==> config.mk <==
export PLATFORM = sky130hd
export DESIGN_NAME = cic_top
export DESIGN_NICKNAME = d
export VERILOG_FILES = /design/src/shared/cic_pkg.sv /design/src/verilog/cic_top.sv /design/src/verilog/cic_pin_sync.sv
export VERILOG_INCLUDE_DIRS = /design/src /design/src/shared
export SDC_FILE = /design/constraint.sdc
export NUM_CORES = 1
export LEC_CHECK = 0
export ABC_AREA = 1
export BUFFER_PORTS_ARGS = -buffer_cell sky130_fd_sc_hd__buf_4
export CORE_ASPECT_RATIO = 0.9
export CORE_MARGIN = 2
export CORE_UTILIZATION = 45
export DETAILED_ROUTE_END_ITERATION = 8
export PLACE_DENSITY = 0.74
export SLEW_MARGIN = 20
export SYNTH_ARGS = -nofsm -noshare
export SYNTH_HDL_FRONTEND = slang
export SYNTH_SLANG_ARGS = --single-unit
==> constraint.sdc <==
create_clock -name aclk -period 1.7 [get_ports aclk]
set_clock_uncertainty 0.05 [all_clocks]
set_input_delay 0.17 -clock aclk [delete_from_list [all_inputs] [get_ports aclk]]
set_output_delay 0.17 -clock aclk [all_outputs]
set_load 0.02 [all_outputs]
==> src/shared/cic_defines.svh <==
// Offsets, field positions, reset values and constants of the core interrupt controller.
// Assumes a 32-bit AXI4-Lite register bus; 8-bit registers sit in the low byte.
`ifndef CIC_DEFINES_SVH
`define CIC_DEFINES_SVH

`define CIC_ADDR_W 8
`define CIC_OFF_CORE_IRQ_CONTROL 8'h00
`define CIC_OFF_PERIPH_ENABLES_1 8'h04
`define CIC_OFF_PERIPH_ENABLES_2 8'h08
`define CIC_OFF_PERIPH_FLAGS_1 8'h0C
`define CIC_OFF_PERIPH_FLAGS_2 8'h10
`define CIC_OFF_EDGE_CONFIG 8'h14
`define CIC_OFF_CORE_STATE 8'h18

`define CIC_BIT_GLOBAL_EN 7
`define CIC_BIT_PERIPH_EN 6
`define CIC_BIT_T0IE 5
`define CIC_BIT_INTE 4
`define CIC_BIT_RBIE 3
`define CIC_BIT_T0IF 2
`define CIC_BIT_PIN_FLAG 1
`define CIC_BIT_RBIF 0
`define CIC_BIT_EDGE_SEL 0
`define CIC_P2_MASK 8'h01

`define CIC_RST_BYTE 8'h00
`define CIC_NUM_SOURCES 12
`define CIC_WAKE_MASK 12'h006
`define CIC_PC_W 13
`define CIC_VECTOR 13'h0004
`define CIC_RESP_OKAY 2'b00
`define CIC_RESP_SLVERR 2'b10

`endif

==> src/shared/cic_pkg.sv <==
// Types of the core interrupt controller: phases, sequencer carriers and states.
// Assumes cic_defines.svh is on the include path.
`include "cic_defines.svh"

package cic_pkg;

  typedef enum logic [1:0] {
    CIC_Q1 = 2'b00,
    CIC_Q2 = 2'b01,
    CIC_Q3 = 2'b10,
    CIC_Q4 = 2'b11
  } cic_phase_t;

  typedef enum logic [1:0] {
    CIC_ST_RUN = 2'b00,
    CIC_ST_FLUSH = 2'b01,
    CIC_ST_VECTOR = 2'b11
  } cic_state_t;

  typedef struct packed {
    cic_phase_t q_phase;
    logic sleep_enter;
    logic return_from_irq;
    logic [`CIC_PC_W-1:0] pc;
  } cic_seq_in_t;

  typedef struct packed {
    logic flush;
    logic stack_push;
    logic [`CIC_PC_W-1:0] push_pc;
    logic pc_load;
    logic [`CIC_PC_W-1:0] pc_load_value;
    logic stack_pop;
    logic wake;
  } cic_seq_out_t;

  typedef struct packed {
    logic t0_overflow;
    logic portb_change;
    logic [7:0] periph_1;
    logic periph_2;
  } cic_events_t;

endpackage

==> src/verilog/cic_top.sv <==
// Core interrupt controller: flags, enables, vectoring, sleep wake, AXI4-Lite registers.
// Assumes the sequencer supplies Q phases on aclk and obeys the pulses it receives.
// Function
// - Twelve sources, each with flag and enable
// - Any reset leaves all interrupts disabled
// - Take needs global and own enable, plus peripheral enable for peripherals
// - Flags set regardless of any enable
// - Take: flush, clear global, push, vector
// - Global clear only records; serviced when set
// - Return pops address and sets global enable
// - Latency three, async three to four cycles
// - Latency same for one or two-cycle instructions
// - Pin flag sets Q4-Q1, sampled each Q1
// - Only clockless enabled sources wake from sleep
// - Next instruction runs before vectoring after wake
// - Pin is async edge, polarity selectable
// - Pin edge sets flag; redirect needs both enables
// - Only return address saved on entry
// - Vector load leaves high latch untouched
// - Control register fully readable and writable
// - Control bits: 7 global, 6 periph, 4 pin, 1 flag
`timescale 1ns/100ps
`include "cic_defines.svh"

module cic_top #(
  parameter logic [`CIC_NUM_SOURCES-1:0] WAKE_MASK = `CIC_WAKE_MASK
) (
  input wire logic aclk,
  input wire logic aresetn,
  input wire logic [`CIC_ADDR_W-1:0] s_axi_awaddr,
  input wire logic s_axi_awvalid,
  output logic s_axi_awready,
  input wire logic [31:0] s_axi_wdata,
  input wire logic [3:0] s_axi_wstrb,
  input wire logic s_axi_wvalid,
  output logic s_axi_wready,
  output logic [1:0] s_axi_bresp,
  output logic s_axi_bvalid,
  input wire logic s_axi_bready,
  input wire logic [`CIC_ADDR_W-1:0] s_axi_araddr,
  input wire logic s_axi_arvalid,
  output logic s_axi_arready,
  output logic [31:0] s_axi_rdata,
  output logic [1:0] s_axi_rresp,
  output logic s_axi_rvalid,
  input wire logic s_axi_rready,
  input wire cic_pkg::cic_events_t events,
  input wire logic ext_irq_pin,
  input wire cic_pkg::cic_seq_in_t seq_in,
  output cic_pkg::cic_seq_out_t seq_out
);
  import cic_pkg::*;

  logic [7:0] core_irq_control_reg;
  logic [7:0] peripheral_enables_1_reg;
  logic [7:0] peripheral_enables_2_reg;
  logic [7:0] peripheral_flags_1_reg;
  logic [7:0] peripheral_flags_2_reg;
  logic ext_edge_select_reg;
  cic_state_t state_reg;
  logic sleeping_reg;
  logic [1:0] wake_hold_reg;
  logic pin_edge_pend_reg;
  logic pending_sampled_reg;

  logic aw_held_reg;
  logic [`CIC_ADDR_W-1:0] aw_addr_reg;
  logic w_held_reg;
  logic [7:0] w_data_reg;
  logic w_lane0_reg;

  logic ext_edge;
  logic is_q1;
  logic pin_flag_window;
  logic wr_fire;
  logic wr_ok;
  logic take;
  logic pending;
  logic [`CIC_NUM_SOURCES-1:0] src_flags;
  logic [`CIC_NUM_SOURCES-1:0] src_enables;
  logic [7:0] ctrl_next;
  logic [7:0] pflags1_next;
  logic [7:0] pflags2_next;

  // Hardware set beats a software clear in the same cycle
  function automatic logic [7:0] set_wins(input logic [7:0] cur, input logic wr,
                                         input logic [7:0] wdat, input logic [7:0] ev);
    set_wins = (wr ? wdat : cur) | ev;
  endfunction

  function automatic logic wr_hit(input logic fire, input logic lane0,
                                  input logic [`CIC_ADDR_W-1:0] a,
                                  input logic [`CIC_ADDR_W-1:0] off);
    wr_hit = fire & lane0 & (a == off);
  endfunction

  function automatic logic addr_mapped(input logic [`CIC_ADDR_W-1:0] a);
    addr_mapped = (a == `CIC_OFF_CORE_IRQ_CONTROL) || (a == `CIC_OFF_PERIPH_ENABLES_1) ||
                  (a == `CIC_OFF_PERIPH_ENABLES_2) || (a == `CIC_OFF_PERIPH_FLAGS_1) ||
                  (a == `CIC_OFF_PERIPH_FLAGS_2) || (a == `CIC_OFF_EDGE_CONFIG) ||
                  (a == `CIC_OFF_CORE_STATE);
  endfunction

  cic_pin_sync u_pin_sync (
    .aclk(aclk),
    .aresetn(aresetn),
    .pin(ext_irq_pin),
    .rising_sel(ext_edge_select_reg),
    .edge_pulse(ext_edge)
  );

  assign is_q1 = (seq_in.q_phase == CIC_Q1);
  assign pin_flag_window = (seq_in.q_phase == CIC_Q4) || is_q1;

  // Source order: t0, pin, portb, periph_1[7:0], periph_2
  assign src_flags = {peripheral_flags_2_reg[0], peripheral_flags_1_reg,
                      core_irq_control_reg[`CIC_BIT_RBIF],
                      core_irq_control_reg[`CIC_BIT_PIN_FLAG],
                      core_irq_control_reg[`CIC_BIT_T0IF]};
  assign src_enables = {peripheral_enables_2_reg[0], peripheral_enables_1_reg,
                        core_irq_control_reg[`CIC_BIT_RBIE],
                        core_irq_control_reg[`CIC_BIT_INTE],
                        core_irq_control_reg[`CIC_BIT_T0IE]};

  assign pending = (|(src_flags[2:0] & src_enables[2:0])) |
                   (core_irq_control_reg[`CIC_BIT_PERIPH_EN] &
                    (|(src_flags[11:3] & src_enables[11:3])));

  // Decision made only at Q1, from the flags sampled at that Q1
  assign take = is_q1 && (state_reg == CIC_ST_RUN) && pending &&
                core_irq_control_reg[`CIC_BIT_GLOBAL_EN] && !sleeping_reg &&
                (wake_hold_reg == 2'd0);

  assign wr_fire = aw_held_reg && w_held_reg && !s_axi_bvalid;
  assign wr_ok = wr_fire && addr_mapped(aw_addr_reg);

  always_comb
  begin
    ctrl_next = set_wins(core_irq_control_reg,
                         wr_hit(wr_ok, w_lane0_reg, aw_addr_reg, `CIC_OFF_CORE_IRQ_CONTROL),
                         w_data_reg,
                         {5'b0_0000, events.t0_overflow,
                          pin_edge_pend_reg & pin_flag_window,
                          events.portb_change});
    pflags1_next = set_wins(peripheral_flags_1_reg,
                            wr_hit(wr_ok, w_lane0_reg, aw_addr_reg, `CIC_OFF_PERIPH_FLAGS_1),
                            w_data_reg, events.periph_1);
    pflags2_next = set_wins(peripheral_flags_2_reg,
                            wr_hit(wr_ok, w_lane0_reg, aw_addr_reg, `CIC_OFF_PERIPH_FLAGS_2),
                            w_data_reg & `CIC_P2_MASK, {7'b000_0000, events.periph_2});
    if (take)
      ctrl_next[`CIC_BIT_GLOBAL_EN] = 1'b0;
    else if (seq_in.return_from_irq)
      ctrl_next[`CIC_BIT_GLOBAL_EN] = 1'b1;
  end

  always_ff @(posedge aclk)
  begin
    if (!aresetn)
    begin
      core_irq_control_reg <= `CIC_RST_BYTE;
      peripheral_enables_1_reg <= `CIC_RST_BYTE;
      peripheral_enables_2_reg <= `CIC_RST_BYTE;
      peripheral_flags_1_reg <= `CIC_RST_BYTE;
      peripheral_flags_2_reg <= `CIC_RST_BYTE;
      ext_edge_select_reg <= 1'b1;
    end
    else
    begin
      core_irq_control_reg <= ctrl_next;
      peripheral_flags_1_reg <= pflags1_next;
      peripheral_flags_2_reg <= pflags2_next;
      if (wr_hit(wr_ok, w_lane0_reg, aw_addr_reg, `CIC_OFF_PERIPH_ENABLES_1))
        peripheral_enables_1_reg <= w_data_reg;
      if (wr_hit(wr_ok, w_lane0_reg, aw_addr_reg, `CIC_OFF_PERIPH_ENABLES_2))
        peripheral_enables_2_reg <= w_data_reg & `CIC_P2_MASK;
      if (wr_hit(wr_ok, w_lane0_reg, aw_addr_reg, `CIC_OFF_EDGE_CONFIG))
        ext_edge_select_reg <= w_data_reg[`CIC_BIT_EDGE_SEL];
    end
  end

  // Edge seen in Q2/Q3 waits for the Q4-Q1 window before the flag sets
  always_ff @(posedge aclk)
  begin
    if (!aresetn)
      pin_edge_pend_reg <= 1'b0;
    else if (ext_edge)
      pin_edge_pend_reg <= 1'b1;
    else if (pin_flag_window)
      pin_edge_pend_reg <= 1'b0;
  end

  // Fixed-length entry paced by Q1 alone, so instruction length never matters
  always_ff @(posedge aclk)
  begin
    if (!aresetn)
      state_reg <= CIC_ST_RUN;
    else if (is_q1)
    begin
      unique case (state_reg)
        CIC_ST_RUN: state_reg <= take ? CIC_ST_FLUSH : CIC_ST_RUN;
        CIC_ST_FLUSH: state_reg <= CIC_ST_VECTOR;
        CIC_ST_VECTOR: state_reg <= CIC_ST_RUN;
        default: state_reg <= CIC_ST_RUN;
      endcase
    end
  end

  always_ff @(posedge aclk)
  begin
    if (!aresetn)
      pending_sampled_reg <= 1'b0;
    else if (is_q1)
      pending_sampled_reg <= pending;
  end

  // Sequencer pulses; only the return address is saved, nothing else
  always_ff @(posedge aclk)
  begin
    if (!aresetn)
      seq_out <= '0;
    else
    begin
      seq_out.flush <= take;
      seq_out.stack_push <= is_q1 && (state_reg == CIC_ST_FLUSH);
      seq_out.pc_load <= is_q1 && (state_reg == CIC_ST_FLUSH);
      // Full-width vector; the high-bits latch has no path from here
      seq_out.pc_load_value <= `CIC_VECTOR;
      if (is_q1 && (state_reg == CIC_ST_FLUSH))
        seq_out.push_pc <= seq_in.pc;
      seq_out.stack_pop <= seq_in.return_from_irq;
      seq_out.wake <= sleeping_reg && (|(src_flags & src_enables & WAKE_MASK));
    end
  end

  // After wake, skip the next two Q1s so one instruction completes first
  always_ff @(posedge aclk)
  begin
    if (!aresetn)
    begin
      sleeping_reg <= 1'b0;
      wake_hold_reg <= 2'd0;
    end
    else if (sleeping_reg && (|(src_flags & src_enables & WAKE_MASK)))
    begin
      sleeping_reg <= 1'b0;
      wake_hold_reg <= 2'd2;
    end
    else
    begin
      if (seq_in.sleep_enter)
        sleeping_reg <= 1'b1;
      if (is_q1 && (wake_hold_reg != 2'd0))
        wake_hold_reg <= wake_hold_reg - 2'd1;
    end
  end

  // AXI4-Lite write: address and data taken in either order
  assign s_axi_awready = !aw_held_reg;
  assign s_axi_wready = !w_held_reg;

  always_ff @(posedge aclk)
  begin
    if (!aresetn)
    begin
      aw_held_reg <= 1'b0;
      aw_addr_reg <= '0;
      w_held_reg <= 1'b0;
      w_data_reg <= 8'h00;
      w_lane0_reg <= 1'b0;
      s_axi_bvalid <= 1'b0;
      s_axi_bresp <= `CIC_RESP_OKAY;
    end
    else
    begin
      if (s_axi_awvalid && s_axi_awready)
      begin
        aw_held_reg <= 1'b1;
        aw_addr_reg <= s_axi_awaddr;
      end
      if (s_axi_wvalid && s_axi_wready)
      begin
        w_held_reg <= 1'b1;
        w_data_reg <= s_axi_wdata[7:0];
        w_lane0_reg <= s_axi_wstrb[0];
      end
      if (wr_fire)
      begin
        aw_held_reg <= 1'b0;
        w_held_reg <= 1'b0;
        s_axi_bvalid <= 1'b1;
        s_axi_bresp <= addr_mapped(aw_addr_reg) ? `CIC_RESP_OKAY : `CIC_RESP_SLVERR;
      end
      else if (s_axi_bvalid && s_axi_bready)
        s_axi_bvalid <= 1'b0;
    end
  end

  // AXI4-Lite read: one outstanding, data registered
  assign s_axi_arready = !s_axi_rvalid;

  always_ff @(posedge aclk)
  begin
    if (!aresetn)
    begin
      s_axi_rvalid <= 1'b0;
      s_axi_rdata <= 32'h0000_0000;
      s_axi_rresp <= `CIC_RESP_OKAY;
    end
    else if (s_axi_arvalid && s_axi_arready)
    begin
      s_axi_rvalid <= 1'b1;
      s_axi_rresp <= addr_mapped(s_axi_araddr) ? `CIC_RESP_OKAY : `CIC_RESP_SLVERR;
      unique case (s_axi_araddr)
        `CIC_OFF_CORE_IRQ_CONTROL: s_axi_rdata <= {24'h00_0000, core_irq_control_reg};
        `CIC_OFF_PERIPH_ENABLES_1: s_axi_rdata <= {24'h00_0000, peripheral_enables_1_reg};
        `CIC_OFF_PERIPH_ENABLES_2: s_axi_rdata <= {24'h00_0000, peripheral_enables_2_reg};
        `CIC_OFF_PERIPH_FLAGS_1: s_axi_rdata <= {24'h00_0000, peripheral_flags_1_reg};
        `CIC_OFF_PERIPH_FLAGS_2: s_axi_rdata <= {24'h00_0000, peripheral_flags_2_reg};
        `CIC_OFF_EDGE_CONFIG: s_axi_rdata <= {31'h0000_0000, ext_edge_select_reg};
        `CIC_OFF_CORE_STATE: s_axi_rdata <= {26'h000_0000, wake_hold_reg, pending_sampled_reg,
                                               sleeping_reg, state_reg};
        default: s_axi_rdata <= 32'h0000_0000;
      endcase
    end
    else if (s_axi_rvalid && s_axi_rready)
      s_axi_rvalid <= 1'b0;
  end

endmodule // cic_top

==> src/verilog/cic_pin_sync.sv <==
// Two-flop synchroniser and edge detector for the external interrupt pin.
// Assumes an asynchronous pin level and a same-clock edge select.
`timescale 1ns/100ps

module cic_pin_sync (
  input wire logic aclk,
  input wire logic aresetn,
  input wire logic pin,
  input wire logic rising_sel,
  output logic edge_pulse
);
  logic meta_reg;
  logic sync_reg;
  logic last_reg;

  always_ff @(posedge aclk)
  begin
    if (!aresetn)
    begin
      meta_reg <= 1'b0;
      sync_reg <= 1'b0;
      last_reg <= 1'b0;
      edge_pulse <= 1'b0;
    end
    else
    begin
      meta_reg <= pin;
      sync_reg <= meta_reg;
      last_reg <= sync_reg;
      // Polarity chosen after sync so a select change cannot fake an edge
      edge_pulse <= rising_sel ? (sync_reg & ~last_reg) : (~sync_reg & last_reg);
    end
  end
endmodule // cic_pin_sync

* Yosys cells after proc, flatten, opt, wreduce, memory -nomap -nowiden
Cells that the tools add are included.
W data, S select, Z words.
** Cells by class
- Add/sub/neg operators :: 1
- Mux-type cells :: 19
- Equality and inequality tests :: 14
- Bitwise operators :: 21
- Reduce and logical (&&, ||, !) cells :: 50
** Operator list (number)
- $pmux W8 S7 :: 1
- $eq A8 B5 Y1 const B :: 6
- $eq A8 B4 Y1 const B :: 4
- $mux W8 :: 3
- $eq A8 B3 Y1 const B :: 2
- $logic_and A1 B1 Y1 :: 16
- $logic_not A8 Y1 :: 2
- $logic_or A1 B1 Y1 :: 13
- $and A1 B1 Y1 :: 11
- $reduce_bool A2 Y1 :: 5
- $and A9 B9 Y9 :: 1
- $mux W1 :: 9
- $reduce_or A9 Y1 :: 1
- $mux W2 :: 4
- $or A8 B1 Y8 :: 1
- $or A8 B3 Y8 :: 1
- $or A8 B8 Y8 :: 1
- $reduce_or A2 Y1 :: 4
- $and A3 B3 Y3 :: 2
- $logic_not A2 Y1 :: 3
- $logic_not A1 Y1 :: 5
- $mux W5 :: 1
- $pmux W2 S2 :: 1
- $not A1 Y1 :: 3
- 5 further kinds :: 5
** Storage, ports and cells
- Input port bits :: 88
- Logic and storage cells :: 138
- Bits in registers :: 132
- Output and inout port bits :: 72

* Longest topological paths before layout
- Depth after elaboration :: 13
- Gate-level depth with buffers :: 12
- Mapped depth without buffers :: 11

* By module
From an unflattened synthesis, not the netlist that was laid out.
** Unflattened totals
- Cells, all modules :: 579
- Area total of the unflattened synthesis :: 4111.4 um^2
** Modules (own cells, without submodules)
- cic_top :: seq. area each 1661.6 um^2, area each 3975.1 um^2, cells each 560, times used 1
- cic_pin_sync :: seq. area each 80.1 um^2, area each 136.4 um^2, cells each 19, times used 1

* Least setup slack after synthesis
Ideal clock, no wire load.
- Path type :: register -> register
- From :: register aw_addr_reg[6]
- To :: register core_irq_control_reg[0]
- Arrival :: 1.340 ns
- Buffers on the path :: 0
- Library setup time :: 0.109 ns
- Stages on the path, launching flop included :: 9
- Period minus slack after synthesis :: 1.498 ns
- Data required time :: 1.541 ns
- Path slack :: 0.202 ns
- Cell sequence :: dfxtp_1 nor2_1 nand2_1 nor2_2 nand4_1 nand2_1 nand3_1 nand2_1 inv_1
** On the way
- Word-level cells in the longest chain between the ends :: 12
- Elaborated cells between the ends (all ways) :: 18
- Those cells by class :: 6 x eq/ne; 1 x mux; 3 x bitwise; 8 x reduce/logical
** RTL lines
- start, declared :: line cic_top.sv:67 : logic [`CIC_ADDR_W-1:0] aw_addr_reg;
- start signal, assigned :: line cic_top.sv:279 : aw_addr_reg <= s_axi_awaddr;
- $eq A8 B3 Y1 (no line) or $logic_not A8 Y1 (tied branches)
- $logic_or A1 B1 Y1 (6 in series) :: line cic_top.sv:98 : addr_mapped = (a == `CIC_OFF_CORE_IRQ_CONTROL) || (a == `CIC_OFF_PERIPH_ENABLES_1) ||
- $logic_and A1 B1 Y1 :: line cic_top.sv:135 : assign wr_ok = wr_fire && addr_mapped(aw_addr_reg);
- $and A1 B1 Y1 :: line cic_top.sv:94 : wr_hit = fire & lane0 & (a == off);
- $and A1 B1 Y1 (*) :: line cic_top.sv:94
- $mux W8 (*) :: line cic_top.sv:88 : set_wins = (wr ? wdat : cur) | ev;
- $or A8 B3 Y8 (*) :: line cic_top.sv:88
- end signal, assigned :: line cic_top.sv:161 : core_irq_control_reg <= `CIC_RST_BYTE;
- end signal, assigned :: line cic_top.sv:170 : core_irq_control_reg <= ctrl_next;
- end, declared :: line cic_top.sv:54 : logic [7:0] core_irq_control_reg;
Mark *: on every way between the ends. The rest lies on a longest branch, timed or not.
A chain may end at the register's enable or synchronous reset.

* Worst setup path in the final report
- From :: register aw_addr_reg[0]
- To :: register peripheral_enables_1_reg[5]
** On the way
- Word-level cells in the longest chain between the ends :: 10
- Elaborated cells between the ends (all ways) :: 16
- Those cells by class :: 6 x eq/ne; 2 x bitwise; 8 x reduce/logical
** RTL lines
- $eq A8 B3 Y1 or $logic_not A8 Y1 (tied branches)
- $logic_or A1 B1 Y1 (6 in series) :: line cic_top.sv:98
- $logic_and A1 B1 Y1 :: line cic_top.sv:135
- $and A1 B1 Y1 :: line cic_top.sv:94
- $and A1 B1 Y1 (*) :: line cic_top.sv:94
- end signal, assigned :: line cic_top.sv:162 : peripheral_enables_1_reg <= `CIC_RST_BYTE;
- end signal, assigned :: line cic_top.sv:174 : peripheral_enables_1_reg <= w_data_reg;
- end, declared :: line cic_top.sv:55 : logic [7:0] peripheral_enables_1_reg;
Marks and branches as above.

==> results.py <==
metrics = {
    "run_status": {
        "status": "complete, no violations",
    },
    "synth": {
        "synth_ff_type": "dfxtp_1",
        "synth_top_family_by_area": "simple AND/OR/NAND/NOR gates",
        "synth-adder-area-share_pct": 0.602,
        "synthesis.instances": 601,
        "synth_compound_area_share_pct": 10.4,
        "ys_async_sr_fraction_pct": 0,
        "synthesis.area_sq_um": 4160,
        "synth_top_area_cell": "dfxtp_1",
        "synth_edf_count": 0,
        "postSynthAreaPerCell_sq_um": 6.92,
        "yosysSeqAreaShare_pct": 41.9,
        "synth_xor_area_share_pct": 0,
        "synthSimpleGateAreaFrac_pct": 30.7,
        "yosys_warnings": 0,
        "synth_top_area_share_pct": 41.9,
        "synth_seq_cells": 87,
        "synth.area.top_cells": "dfxtp_1, nand2_1, nor2_1",
        "synth_mux_area_share_pct": 0,
        "ys_types": 28,
    },
    "drt": {
        "drc_errors": 0,
        "vias": 4133,
        "viasPerCell": 4.83,
        "detailedRoute.firstIterationViolations": 190,
        "postRouteAntennaNets": 0,
        "dr.pass1.iters": 4,
        "drt-wirelength-per-cell_um": 12.9,
        "wirelength_mm": 11.0,
    },
    "setup_path": {
        "cp_num_buf_inv": 1,
        "worstPathRequired_ns": 1.95,
        "critical-path-top-delay-family": "simple AND/OR/NAND/NOR gates",
        "crit_arrival_ns": 1.85,
        "max_stage_delay_ns": 0.32,
        "cp_slowest_cell": "dfxtp_1",
        "crit_path_start_kind": "register",
        "worst_setup_path_end_kind": "register",
        "crit_top_cell": "nand2_1",
        "crit_type": "reg2reg",
        "worstPathCellList": "nor2_2 > nand2_1 > inv_1 > nand2_1 > nand2_2 > nor2_4 > nor2_8 > nand4_2 > nand2_1 > nand2_1 > nor2_1",
        "critPathMaxFanout": 8,
    },
    "floorplan": {
        "initial_core_util_pct": 46.0,
        "die-area_sq_um": 10000,
        "std_cell_rows": 33,
        "pin_count": 160,
        "die_x_um": 105,
        "core_area_sq_um": 9040,
        "dieHeight_um": 95.2,
    },
    "timing": {
        "maxSlewViolCount": 0,
        "setup_viol": 0,
        "period_share_pct": 94.6,
        "max_freq_mhz": 622,
        "rsz0062_at_grt": "yes",
        "finalHoldViolCount": 0,
        "finalCriticalPeriod_ns": 1.61,
    },
    "global_routing": {
        "grt_max_degree": 43,
        "antenna_found_initial": 0,
        "grt_pass1_vias": 3947,
        "grt.total_usage_pct": 22.3,
        "grt_pass1_wl_mm": 17.9,
        "overflow": 0,
    },
    "placed_design": {
        "post-dp-hpwl_mm": 7.91,
        "dp.cells": 816,
        "port_buffers": 94,
        "dpl_cell_area_sq_um": 4910,
        "place_congestion": 0.892,
    },
    "cells_and_area": {
        "drive_gt1_share_pct": 21.3,
        "mostFrequentLayoutCells": "nand2_1, buf_4, nor2_1",
        "nFillCells": 852,
        "regMostFlops": "seq_out",
        "final_util_pct": 59.5,
        "final_common_cell": "nand2_1",
        "finalNetCount": 819,
        "fin_area_sq_um": 5380,
        "synthToLayoutAreaGrowth_pct": 29.4,
        "insertedDiodeCount": 0,
        "largest_register_ffs": 18,
        "final_cells": 856,
    },
    "cts": {
        "h-tree-depth": 3,
        "clock_latency_ns": 0.36,
        "cts_tree": "done",
        "clk_path_buf_depth": 2,
        "root_buffer": "clkbuf_8",
        "numCtsBuffers": 9,
        "clock_sinks": 87,
        "clk_pin_slew_ns": 0.08,
    },
    "hold_path": {
        "hp-class": "in2reg",
    },
    "power": {
        "p_leak_uw": 0.00270,
        "ir_drop_v": 0.000500,
        "powerDensity_nw_per_um2": 799,
        "p_total_uw": 4300,
    },
    "flow_run": {
        "drv_cap": 0,
    },
}
==> Yosys cell counts, types with 2 or more instances <==
master	number
nand2_1	137
nor2_1	92
dfxtp_1	87
inv_1	76
o21ai_0	44
buf_4	43
a21oi_1	33
nand3_1	26
nand4_1	21
clkbuf_1	9
nor2_2	4
nor3_1	4
inv_2	3
buf_1	2
clkinv_1	2
ha_1	2
nor2_4	2
nor3_4	2
o211ai_1	2
o21a_1	2
==> worst register-to-register path: stages, from the launching register on <==
cell and delay, ns:
dfxtp_1 0.32, nor2_2 0.15, nand2_1 0.12, inv_1 0.07
nand2_1 0.06, nand2_2 0.10, nor2_4 0.06, nor2_8 0.15
nand4_2 0.22, nand2_1 0.12, nand2_1 0.05, nor2_1 0.09
==> cells by family (layout without fill, tap and decap cells) <==
| family | after synthesis | after routing |
|---|---|---|
| adder cells (fa/ha/maj) | 2 | 2 |
| AO/OA/AOI/OAI | 83 | 83 |
| AND/OR/NAND/NOR | 292 | 293 |
| other | 1 | 38 |
| buffers and inverters | 136 | 231 |
| flip-flops | 87 | 87 |
==> timing repair <==
| action | in CTS | in global routing |
|---|---|---|
| endpoints found under the setup margin | 0 | 19 |
| buffers inserted | 0 | 1 |
| endpoints found under the hold margin | 22 | 0 |
| gates resized for setup | 0 | 18 |
| hold buffers | 22 | 0 |
==> final timing paths <==
check	start	endpoint	slack, ns	depth (start not counted)
setup / recovery	aw_addr_reg[0]	peripheral_enables_1_reg[5]	0.09	11
hold / removal	s_axi_wdata[0]	w_data_reg[0]	0.01	3
setup reg to reg	aw_addr_reg[0]	peripheral_enables_1_reg[5]	0.09	11
hold reg to reg	u_pin_sync.meta_reg	u_pin_sync.sync_reg	0.38	2
==> cell type report <==
class | instances | area (sq um) | area share, %
Sequential cell | 87 | 1750 | 32.5
Multi-Input combinational cell | 416 | 1910 | 35.5
Clock buffer | 12 | 145 | 2.70
Timing Repair Buffer | 134 | 1060 | 19.8
Inverter | 81 | 304 | 5.65
Clock inverter | 4 | 55.1 | 1.02
Tap cell | 122 | 153 | 2.84
==> layer usage <==
metal / vias up / routed length [um] / track usage [%]
met1: 1879 / 4720 / 28.0
li1: 2074 / - / -
met5: - / 0 / 0
met2: 162 / 5090 / 38.2
met4: 0 / 124 / 5.00
met3: 18 / 1080 / 6.43
==> per-stage QoR <==
| step | TNS (ns) | hold slack, ns | worst slack (ns) |
|---|---|---|---|
| 2_1_floorplan | 0 | 0.148 | 0.202 |
| 3_3_place_gp | 0 | 0.302 | 0.117 |
| 3_5_place_dp | 0 | 0.308 | 0.0600 |
| 4_1_cts | 0 | 0.00904 | 0.0651 |
| 5_1_grt | -0.175 | 0.0205 | -0.0272 |
| 6_report | 0 | 0.0150 | 0.0919 |
==> power by group <==
| group | switching [uW] | total [uW] | internal, uW |
|---|---|---|---|
| clock | 751 | 1480 | 726 |
| combinational | 383 | 637 | 254 |
| sequential | 72.3 | 2180 | 2110 |
| total | 1210 | 4300 | 3090 |
(Power assumes the default switching activity.)
